[config.mk]
export PLATFORM = sky130hd
export DESIGN_NAME = bsiu_tap_unit
export DESIGN_NICKNAME = d
export VERILOG_FILES = /design/src/rtl/bsiu_pkg.sv /design/src/rtl/bsiu_fifo.sv /design/src/rtl/bsiu_tap_unit.sv
export SDC_FILE = /design/constraint.sdc
export NUM_CORES = 1
export LEC_CHECK = 0
export ABC_CLOCK_PERIOD_IN_PS = 7600
export BUFFER_PORTS_ARGS = -buffer_cell sky130_fd_sc_hd__buf_2
export CAP_MARGIN = 25
export CORE_AREA = 3 3 181 183
export CTS_BUF_LIST = sky130_fd_sc_hd__clkbuf_8
export DETAILED_ROUTE_END_ITERATION = 8
export DIE_AREA = 0 0 184 186
export MAX_ROUTING_LAYER = met4
export SYNTH_ARGS = -nofsm -noshare
export SYNTH_HDL_FRONTEND = slang
export SYNTH_SLANG_ARGS = --single-unit
[constraint.sdc]
create_clock -name clk -period 7.6 [get_ports clk]
set_clock_uncertainty 0.05 [all_clocks]
set_input_delay 0.76 -clock clk [delete_from_list [all_inputs] [get_ports clk]]
set_output_delay 0.76 -clock clk [all_outputs]
set_load 0.005 [all_outputs]
[src/rtl/bsiu_pkg.sv]
package bsiu_pkg;

	// ----------------------------------------
	// Register lengths
	// ----------------------------------------
	localparam int IR_LEN = 3;
	localparam int ID_LEN = 32;
	localparam int BSR_LEN = 70;

	// ----------------------------------------
	// Instruction codes
	// ----------------------------------------
	localparam logic [2:0] INSTR_EXTEST = 3'h0;
	localparam logic [2:0] INSTR_IDCODE = 3'h1;
	localparam logic [2:0] INSTR_SAMPLE_Z = 3'h2;
	localparam logic [2:0] INSTR_SAMPLE = 3'h4;
	localparam logic [2:0] INSTR_BYPASS = 3'h7;

	// Pattern loaded into instruction shifter on capture
	localparam logic [2:0] IR_CAPTURE_VAL = 3'h1;
	// Bypass cell value on capture
	localparam logic BYP_CAPTURE_VAL = 1'b0;

	// ----------------------------------------
	// Identification word fields
	// ----------------------------------------
	localparam logic [3:0] ID_REVISION = 4'h0;
	localparam logic [4:0] ID_DEPTH = 5'h07;
	localparam logic [4:0] ID_WIDTH = 5'h04;
	// Arbitrary value
	localparam logic [5:0] ID_DEVICE = 6'h00;
	// Arbitrary value
	localparam logic [10:0] ID_MAKER = 11'h0155;
	localparam logic ID_PRESENT = 1'b1;
	localparam logic [31:0] ID_WORD = {ID_REVISION, ID_DEPTH, ID_WIDTH,
		ID_DEVICE, ID_MAKER, ID_PRESENT};

	// ----------------------------------------
	// Output buffer shape
	// ----------------------------------------
	localparam int OBUF_WIDTH = 2;
	localparam int OBUF_DEPTH = 32;

	// ----------------------------------------
	// Timing
	// ----------------------------------------
	localparam int CLK_PERIOD_PS = 5000;
	localparam int TDO_VALID_NS = 20;
	// Longest time, rounded down
	localparam int TDO_VALID_CYC = (TDO_VALID_NS * 1000) / CLK_PERIOD_PS;
	// Count of high mode-select edges that forces reset
	localparam logic [2:0] TMS_RESET_EDGES = 3'h5;

	// ----------------------------------------
	// Test access port states
	// ----------------------------------------
	typedef enum logic [3:0] {
		S_RESET, S_IDLE,
		S_SEL_DR, S_CAPTURE_DR, S_SHIFT_DR, S_EXIT1_DR,
		S_PAUSE_DR, S_EXIT2_DR, S_UPDATE_DR,
		S_SEL_IR, S_CAPTURE_IR, S_SHIFT_IR, S_EXIT1_IR,
		S_PAUSE_IR, S_EXIT2_IR, S_UPDATE_IR
	} bsiu_state_e;

endpackage // bsiu_pkg

[src/rtl/bsiu_fifo.sv]
`timescale 1ns/1ps

module bsiu_fifo #(
	parameter int WIDTH = 2,
	parameter int DEPTH = 32
) (
	input wire logic clk,
	input wire logic rst_b,
	input wire logic in_valid,
	output logic in_ready,
	input wire logic [WIDTH-1:0] in_data,
	output logic out_valid,
	input wire logic out_ready,
	output logic [WIDTH-1:0] out_data
);

	// ----------------------------------------
	// Storage and pointers
	// ----------------------------------------
	localparam int AW = $clog2(DEPTH);

	logic [WIDTH-1:0] mem [DEPTH]; // Word storage
	logic [AW-1:0] wr_ptr; // Next slot to fill
	logic [AW-1:0] rd_ptr; // Next slot to drain
	logic [AW:0] count; // Words held
	logic push;
	logic pop;

	// Honest full and empty
	assign in_ready = (count != (AW+1)'(DEPTH));
	assign out_valid = (count != '0);
	assign out_data = mem[rd_ptr];
	assign push = in_valid && in_ready;
	assign pop = out_valid && out_ready;

	// Write side
	always_ff @(posedge clk)
	begin
		if (push)
			mem[wr_ptr] <= in_data;
	end

	// Pointer bookkeeping
	always_ff @(posedge clk or negedge rst_b)
	begin
		if (!rst_b)
		begin
			wr_ptr <= '0;
			rd_ptr <= '0;
			count <= '0;
		end
		else
		begin
			if (push)
				wr_ptr <= wr_ptr + AW'(1);
			if (pop)
				rd_ptr <= rd_ptr + AW'(1);
			if (push && !pop)
				count <= count + (AW+1)'(1);
			else if (pop && !push)
				count <= count - (AW+1)'(1);
		end
	end

endmodule // bsiu_fifo

[src/rtl/bsiu_tap_unit.sv]
`timescale 1ns/1ps

// Notes on behaviour
// - Code 000 captures pin ring like sample
// - Code 000 floats memory data outputs
// - Identification code loads fixed 32-bit word
// - Reset and power-up select identification code
// - Code 010 captures ring, shifts boundary register
// - Code 010 floats memory outputs
// - Sample latches pin snapshot at capture
// - Boundary data never drives memory pins
// - Update-DR under sample does nothing
// - Shift-DR after capture shifts boundary register
// - Bypass routes input through one cell
// - Identification leaves memory traffic undisturbed
// - Seventy cells, address LSBs last
// - Capture-IR loads low bits with 01
// - Instruction takes effect at Update-IR
// - Sample on rise, drive on fall
// - Five high mode edges reset logic

module bsiu_tap_unit
	import bsiu_pkg::*;
(
	input wire logic clk,
	input wire logic rst_b,
	input wire logic tck,
	input wire logic tms,
	input wire logic tdi,
	input wire logic [BSR_LEN-1:0] pin_ring,
	output logic tdo,
	output logic tdo_oe,
	output logic mem_out_hiz
);

	// ----------------------------------------
	// Declarations
	// ----------------------------------------
	localparam int TDO_LAT = TDO_VALID_CYC; // Fall edge to serial output, cycles
	logic [2:0] pin_s1; // First stage, test pins
	logic [2:0] pin_s2; // Second stage, test pins
	logic tck_prev; // Last synced test clock
	logic tck_s;
	logic tms_s;
	logic tdi_s;
	logic rise; // Test clock rising edge
	logic fall; // Test clock falling edge
	logic [BSR_LEN-1:0] ring_s1; // First stage, pin ring
	logic [BSR_LEN-1:0] ring_s2; // Second stage, pin ring
	bsiu_state_e state; // Port state
	bsiu_state_e next_state;
	logic [IR_LEN-1:0] ir_sh; // Instruction shifter
	logic [IR_LEN-1:0] ir; // Active instruction
	logic [ID_LEN-1:0] id_sh; // Identification shifter
	logic byp; // Bypass cell
	logic [BSR_LEN-1:0] bsr; // Boundary shifter
	logic shifting; // In a shift state
	logic ser_bit; // Bit presented to the output
	logic obuf_ready;
	logic obuf_valid;
	logic [OBUF_WIDTH-1:0] obuf_data;
	logic [2:0] tms_run; // Consecutive high mode edges

	// ----------------------------------------
	// Helper functions
	// ----------------------------------------
	// Instructions routing the boundary register
	function automatic logic uses_bsr(input logic [IR_LEN-1:0] code);
		uses_bsr = (code == INSTR_EXTEST) || (code == INSTR_SAMPLE_Z) ||
			(code == INSTR_SAMPLE);
	endfunction

	// Instructions that float memory outputs
	function automatic logic floats_mem(input logic [IR_LEN-1:0] code);
		floats_mem = (code == INSTR_EXTEST) || (code == INSTR_SAMPLE_Z);
	endfunction

	// ----------------------------------------
	// Input synchronisers
	// ----------------------------------------
	// Test pins through two flops
	always_ff @(posedge clk or negedge rst_b)
	begin
		if (!rst_b)
		begin
			pin_s1 <= 3'h0;
			pin_s2 <= 3'h0;
		end
		else
		begin
			pin_s1 <= {tck, tms, tdi};
			pin_s2 <= pin_s1;
		end
	end

	assign tck_s = pin_s2[2];
	assign tms_s = pin_s2[1];
	assign tdi_s = pin_s2[0];

	// Pin ring through two flops
	always_ff @(posedge clk or negedge rst_b)
	begin
		if (!rst_b)
		begin
			ring_s1 <= '0;
			ring_s2 <= '0;
		end
		else
		begin
			ring_s1 <= pin_ring;
			ring_s2 <= ring_s1;
		end
	end

	// Edge finder on the synced test clock
	always_ff @(posedge clk or negedge rst_b)
	begin
		if (!rst_b)
			tck_prev <= 1'b0;
		else
			tck_prev <= tck_s;
	end

	assign rise = tck_s && !tck_prev;
	assign fall = !tck_s && tck_prev;

	// ----------------------------------------
	// Port state machine
	// ----------------------------------------
	// Next state from mode select
	always_comb
	begin
		case (state)
			S_RESET: next_state = tms_s ? S_RESET : S_IDLE;
			S_IDLE: next_state = tms_s ? S_SEL_DR : S_IDLE;
			S_SEL_DR: next_state = tms_s ? S_SEL_IR : S_CAPTURE_DR;
			S_CAPTURE_DR: next_state = tms_s ? S_EXIT1_DR : S_SHIFT_DR;
			S_SHIFT_DR: next_state = tms_s ? S_EXIT1_DR : S_SHIFT_DR;
			S_EXIT1_DR: next_state = tms_s ? S_UPDATE_DR : S_PAUSE_DR;
			S_PAUSE_DR: next_state = tms_s ? S_EXIT2_DR : S_PAUSE_DR;
			S_EXIT2_DR: next_state = tms_s ? S_UPDATE_DR : S_SHIFT_DR;
			S_UPDATE_DR: next_state = tms_s ? S_SEL_DR : S_IDLE;
			S_SEL_IR: next_state = tms_s ? S_RESET : S_CAPTURE_IR;
			S_CAPTURE_IR: next_state = tms_s ? S_EXIT1_IR : S_SHIFT_IR;
			S_SHIFT_IR: next_state = tms_s ? S_EXIT1_IR : S_SHIFT_IR;
			S_EXIT1_IR: next_state = tms_s ? S_UPDATE_IR : S_PAUSE_IR;
			S_PAUSE_IR: next_state = tms_s ? S_EXIT2_IR : S_PAUSE_IR;
			S_EXIT2_IR: next_state = tms_s ? S_UPDATE_IR : S_SHIFT_IR;
			S_UPDATE_IR: next_state = tms_s ? S_SEL_DR : S_IDLE;
			default: next_state = S_RESET;
		endcase
	end

	// Advance on each rising test clock edge
	always_ff @(posedge clk or negedge rst_b)
	begin
		if (!rst_b)
			state <= S_RESET;
		else if (rise)
			state <= next_state;
	end

	// ----------------------------------------
	// Instruction register
	// ----------------------------------------
	// Capture and shift the instruction shifter
	always_ff @(posedge clk or negedge rst_b)
	begin
		if (!rst_b)
			ir_sh <= INSTR_IDCODE;
		else if (rise)
		begin
			if (state == S_CAPTURE_IR)
				ir_sh <= IR_CAPTURE_VAL;
			else if (state == S_SHIFT_IR)
				ir_sh <= {tdi_s, ir_sh[IR_LEN-1:1]};
		end
	end

	// Active instruction, changed only at update or reset
	always_ff @(posedge clk or negedge rst_b)
	begin
		if (!rst_b)
			ir <= INSTR_IDCODE;
		else if (rise)
		begin
			if (next_state == S_RESET)
				ir <= INSTR_IDCODE;
			else if (next_state == S_UPDATE_IR)
				ir <= ir_sh;
		end
	end

	// ----------------------------------------
	// Data registers
	// ----------------------------------------
	// Identification shifter
	always_ff @(posedge clk or negedge rst_b)
	begin
		if (!rst_b)
			id_sh <= '0;
		else if (rise && ir == INSTR_IDCODE)
		begin
			if (state == S_CAPTURE_DR)
				id_sh <= ID_WORD;
			else if (state == S_SHIFT_DR)
				id_sh <= {tdi_s, id_sh[ID_LEN-1:1]};
		end
	end

	// Bypass cell, also taken by reserved codes
	always_ff @(posedge clk or negedge rst_b)
	begin
		if (!rst_b)
			byp <= 1'b0;
		else if (rise && ir != INSTR_IDCODE && !uses_bsr(ir))
		begin
			if (state == S_CAPTURE_DR)
				byp <= BYP_CAPTURE_VAL;
			else if (state == S_SHIFT_DR)
				byp <= tdi_s;
		end
	end

	// Boundary shifter; cell n sits at index n-1, nothing drives pins
	always_ff @(posedge clk or negedge rst_b)
	begin
		if (!rst_b)
			bsr <= '0;
		else if (rise && uses_bsr(ir))
		begin
			if (state == S_CAPTURE_DR)
				bsr <= ring_s2;
			else if (state == S_SHIFT_DR)
				bsr <= {tdi_s, bsr[BSR_LEN-1:1]};
			// Update-DR leaves the cells alone
		end
	end

	// ----------------------------------------
	// Serial output path
	// ----------------------------------------
	assign shifting = (state == S_SHIFT_DR) || (state == S_SHIFT_IR);

	// Select the low bit of the routed register
	always_comb
	begin
		if (state == S_SHIFT_IR)
			ser_bit = ir_sh[0];
		else if (ir == INSTR_IDCODE)
			ser_bit = id_sh[0];
		else if (uses_bsr(ir))
			ser_bit = bsr[0];
		else
			ser_bit = byp;
	end

	// Output buffer, filled on each falling test clock edge
	bsiu_fifo #(
		.WIDTH(OBUF_WIDTH),
		.DEPTH(OBUF_DEPTH)
	) u_obuf (
		.clk(clk),
		.rst_b(rst_b),
		.in_valid(fall),
		.in_ready(obuf_ready),
		.in_data({shifting, ser_bit}),
		.out_valid(obuf_valid),
		.out_ready(1'b1),
		.out_data(obuf_data)
	);

	// Drive pin registers from the buffer; floated after reset
	always_ff @(posedge clk or negedge rst_b)
	begin
		if (!rst_b)
		begin
			tdo <= 1'b0;
			tdo_oe <= 1'b0;
		end
		else if (obuf_valid)
		begin
			tdo <= obuf_data[0];
			tdo_oe <= obuf_data[1];
		end
	end

	// ----------------------------------------
	// Memory output float control
	// ----------------------------------------
	// High while an external-test or floating-sample code is active
	always_ff @(posedge clk or negedge rst_b)
	begin
		if (!rst_b)
			mem_out_hiz <= 1'b0;
		else
			mem_out_hiz <= floats_mem(ir);
	end

	// ----------------------------------------
	// Checking helpers and assertions
	// ----------------------------------------
	// Runs of high mode-select at rising edges, saturating
	always_ff @(posedge clk or negedge rst_b)
	begin
		if (!rst_b)
			tms_run <= 3'h0;
		else if (rise)
		begin
			if (!tms_s)
				tms_run <= 3'h0;
			else if (tms_run != TMS_RESET_EDGES)
				tms_run <= tms_run + 3'h1;
		end
	end
endmodule // bsiu_tap_unit

==> metrics.md <==
| Metric | Value |
|---|---|
| Status | complete, no violations |
| DRT antenna net count | 0 |
| Placer Congestion | a little under 0.8 |
| Via count | approximately 7,000 |
| DR DRC count | 0 |
| Vias in the first global route | ~7,100 |
| Initial Util | 0.3978 |
| Top FF cell, synth | dfrtp_1 |
| Sum Neg Setup Slack | 0 ns |
| Leakage | ~0.0060 µW |
| Power per cell area | between 300 and 400 nW/µm² |
| Post-Layout Cell Count | 1,481 |
| Post-synthesis average cell area | roughly 13 µm² |
| TritonCTS clock tree | built |
| Clock share of power | 0.312 |
| Seq. cell area | a little under 9000 µm² |
| Crit. End Element | flop |
| Cts hold-fix bufs | 0 |
| Total CTS buffers | 57 |
| Die X | roughly 180 µm |
| Seq cells post-synth | about 340 |
| Final nets | about 1,100 |
| Final min period | between 3 and 4 ns |
| Row count | 65 |
| Total setup buffers inserted after CTS | 0 |
| Path type of the worst setup path | reg -> reg |
| Clk buf depth | 3 |
| Worst vdd ir | between 200 and 250 µV |
| Tot GR Track Use | 0.1295 |
| Critical Path Source | u_obuf.count[0] |
| H-tree Lvls | 2 |
| Via density | 4.714 |
| Fmax | 327.6 MHz |
| CTS sink cnt | about 340 |
| Synthesized area | between 10,000 and 15,000 µm² |
| Die area | ~34,000 µm² |
| Wire per inst | 13.97 µm |
| Initial antenna violation count | 0 |
| Max Cap Viol | 0 |
| R2r setup slk | ~4.5 ns |
| Actual slew at the worst max-slew pin | between 1 and 1.5 ns |
| Fillers | ~2,800 |
| Setup WS pre-CTS | around 4.6 ns |
| Worst-path maximum fanout | 9 |
| Hold Path Class | in -> async |
| Worst-path cell chain | nor2_1 -> a311oi_2 -> ha_1 -> inv_1 -> ha_1 -> a21oi_1 -> o21ai_0 -> mux2i_1 -> o2111ai_1 -> xor2_1 |
| Hold_ws | between 0.2 and 0.25 ns |
| DR pass1 iterations | 4 |
| Psw | around 1500 µW |
| Final worst slack | 4.547 ns |
| Crit path DAT | between 3 and 4 ns |
| Distinct cells, synth | 48 |
| Comb pwr share | 0.196 |
| Die span in y | around 190 µm |
| IO buf count | slightly below 80 |
| Ys Warns | 0 |
| Syn Nets | around 1,000 |
| Dpl cells | about 1,400 |
| Reg power frac | 0.492 |
| Relative slew slack | 0.3086 |
| Crit path largest cell delay | ~0.59 ns |
| Gr ovfl total | 0 |
| Slowest CP cell | a311oi_2 |
| Diode count | 0 |
| P&R area growth vs syn | 15.56% |
| RSZ-0062 raised after global routing | false |
| WL final | approximately 21 mm |
| I/O pins | slightly below 80 |
| Initial DRC count | ~310 |
| EDFF count, synth | 64 |
| Required time worst endpoint | 8.00 ns |
| Clock latency on the worst-skew pair | ~0.60 ns |
| Worst Setup Start Kind | flop |
| Mapped Cells | 941 |
| Synth async-reset ratio | 0.8134 |
| Core footprint | about 31,000 µm² |
| Detail Placement HPWL | 12.03 mm |
| Root buffer cell | clkbuf_8 |
| Seq/Total Area, Yosys | 0.7132 |
| Reg clk slew, reported paths | approximately 0.060 ns |
| Multi-input logic area | 3331 µm² |
| Most Frequent Cell on Critical Path | ha_1 |
| Largest net degree at the start of global routing | roughly 130 |
| Total power draw | 4942 µW |
| Final worst path period share | 0.4017 |
| Final setup violation count | 0 |
| Switching share of total power | 0.2962 |
| Post-cts sizing count | 0 |
| Reg2reg start | u_obuf.count[0] |
| Internal cell power | roughly 3500 µW |
| Global-route wire length before repair | 35.23 mm |
| Final Hold Vio Count | 0 |
| Layout cells sized above 1 | 0.1770 |
| Pins Over Slew Limit | 0 |
cell type report:
class / count / share of cell area
Clock buffer: 68 / 0.06485
Clock inverter: 32 / 0.01222
Inverter: 11 / 0.002861
Multi-Input combinational cell: 537 / 0.2308
Sequential cell: 343 / 0.6171
Tap cell: 402 / 0.03485
Timing Repair Buffer: 88 / 0.03728
cell usage in the layout (no fill, tap or decap), drive strengths merged, types with 2 or more instances in the layout:
| master | synthesis | routed |
|---|---|---|
| dfrtp | 277 | 277 |
| nand2 | 148 | 148 |
| o21ai | 119 | 119 |
| mux2i | 88 | 88 |
| buf | 20 | 88 |
| clkbuf | 30 | 68 |
| nor2 | 65 | 65 |
| edfxtp | 64 | 64 |
| inv | 11 | 30 |
| a21oi | 14 | 14 |
| clkinv | 0 | 11 |
| mux4 | 10 | 10 |
| ha | 10 | 10 |
| xnor2 | 9 | 9 |
| nor3 | 7 | 7 |
| nand3 | 6 | 6 |
| nand3b | 5 | 5 |
| nand2b | 5 | 5 |
| o32ai | 4 | 4 |
| o22ai | 4 | 4 |
| a31oi | 4 | 4 |
| mux2 | 4 | 4 |
| or2 | 3 | 3 |
| nor2b | 3 | 3 |
| a2111oi | 3 | 3 |
| nor4 | 3 | 3 |
| xor2 | 3 | 3 |
| nand4 | 3 | 3 |
| or3b | 3 | 3 |
| or3 | 2 | 2 |
| o21a | 2 | 2 |
| dfstp | 2 | 2 |
| a211oi | 2 | 2 |
logic make-up after synthesis:
group           after synthesis  synth area share
xor+xnor                     12          0.008417
mux                         102           0.09217
simple gates                255           0.08576
fa+ha+maj                    10           0.01002
compound gates              158           0.06953
flops                       343            0.7132
buf+inv                      61           0.02094
through the flow:
| stage | cell area, µm² | utilization |
|---|---|---|
| after floorplan | 12490 | - |
| after global placement | 13230 | 0.4214 |
| after detailed placement | 13230 | 0.4214 |
| after CTS | 14340 | 0.4568 |
| after global routing | 14430 | 0.4597 |
| final | 14430 | 0.4597 |
Yosys cell counts, types with 2 or more instances:
cell type,count,share of area
o21a_1,2,0.0012
mux4_2,10,0.018
dfrtp_1,277,0.56
o22ai_1,4,0.0020
o32ai_1,4,0.0028
or3b_2,2,0.0014
o21ai_1,29,0.012
inv_1,11,0.0033
clkbuf_1,30,0.0090
xor2_1,3,0.0021
nor3_1,7,0.0028
nor2b_1,3,0.0015
nand3b_1,5,0.0030
nor2_1,65,0.020
nand2b_1,5,0.0025
dfstp_2,2,0.0042
nand4_1,3,0.0015
or3_1,2,0.0010
mux2i_1,88,0.071
xnor2_1,9,0.0063
nand2_1,147,0.044
edfxtp_1,64,0.15
a21oi_1,14,0.0056
ha_1,10,0.010
or2_2,3,0.0015
nand3_1,5,0.0020
buf_2,17,0.0068
a31oi_1,4,0.0020
nor4_1,3,0.0015
o21ai_0,90,0.036
a2111oi_0,3,0.0021
mux2_2,4,0.0036
critical path: cells and delay by family (launching register included):
family	cells	cell delay, ns
buffers and inverters	1	0.13
AND/OR/NAND/NOR	1	0.13
XOR/XNOR	1	0.17
flip-flops	1	0.41
adder cells (fa/ha/maj)	2	0.69
multiplexers	1	0.24
AO/OA/AOI/OAI	4	1.10
flip-flops by register name, indices dropped and copies added (netlist names), 5 cells and up:
register,cells
u_obuf.wr_ptr,5
u_obuf.count,6
ring_s1,70
id_sh,32
u_obuf.rd_ptr,5
bsr,70
u_obuf.mem,64
ring_s2,70
final timing paths:
path                              endpoint  cells after the start
max reg2reg                u_obuf.count[5]                     10
max in group asynchronous         ir_sh[0]                      3
max                        u_obuf.count[5]                     10
min                            ring_s2[56]                      1
min reg2reg                    ring_s2[18]                      0
min in group clk               ring_s1[60]                      1
power by group through the flow:
| stage | registers [µW] | clock network [µW] | logic [µW] |
|---|---|---|---|
| floorplan | 2340 | 0 | 817 |
| detailed placement | 2460 | 0 | 972 |
| CTS | 2440 | 1620 | 972 |
| global placement | 2460 | 0 | 948 |
| global route | 2470 | 1710 | 1120 |
| finish | 2430 | 1540 | 967 |
routing by layer:
layer | track usage | routed length [µm] | vias to the layer above
met4 | 0.04475 | 439 | 0
met1 | 0.1749 | 9891 | 3354
met5 | - | 0 | -
met3 | 0.03146 | 1000 | 36
li1 | - | - | 3454
met2 | 0.1934 | 9358 | 138
Note: power is estimated with default switching activity, not from simulation.
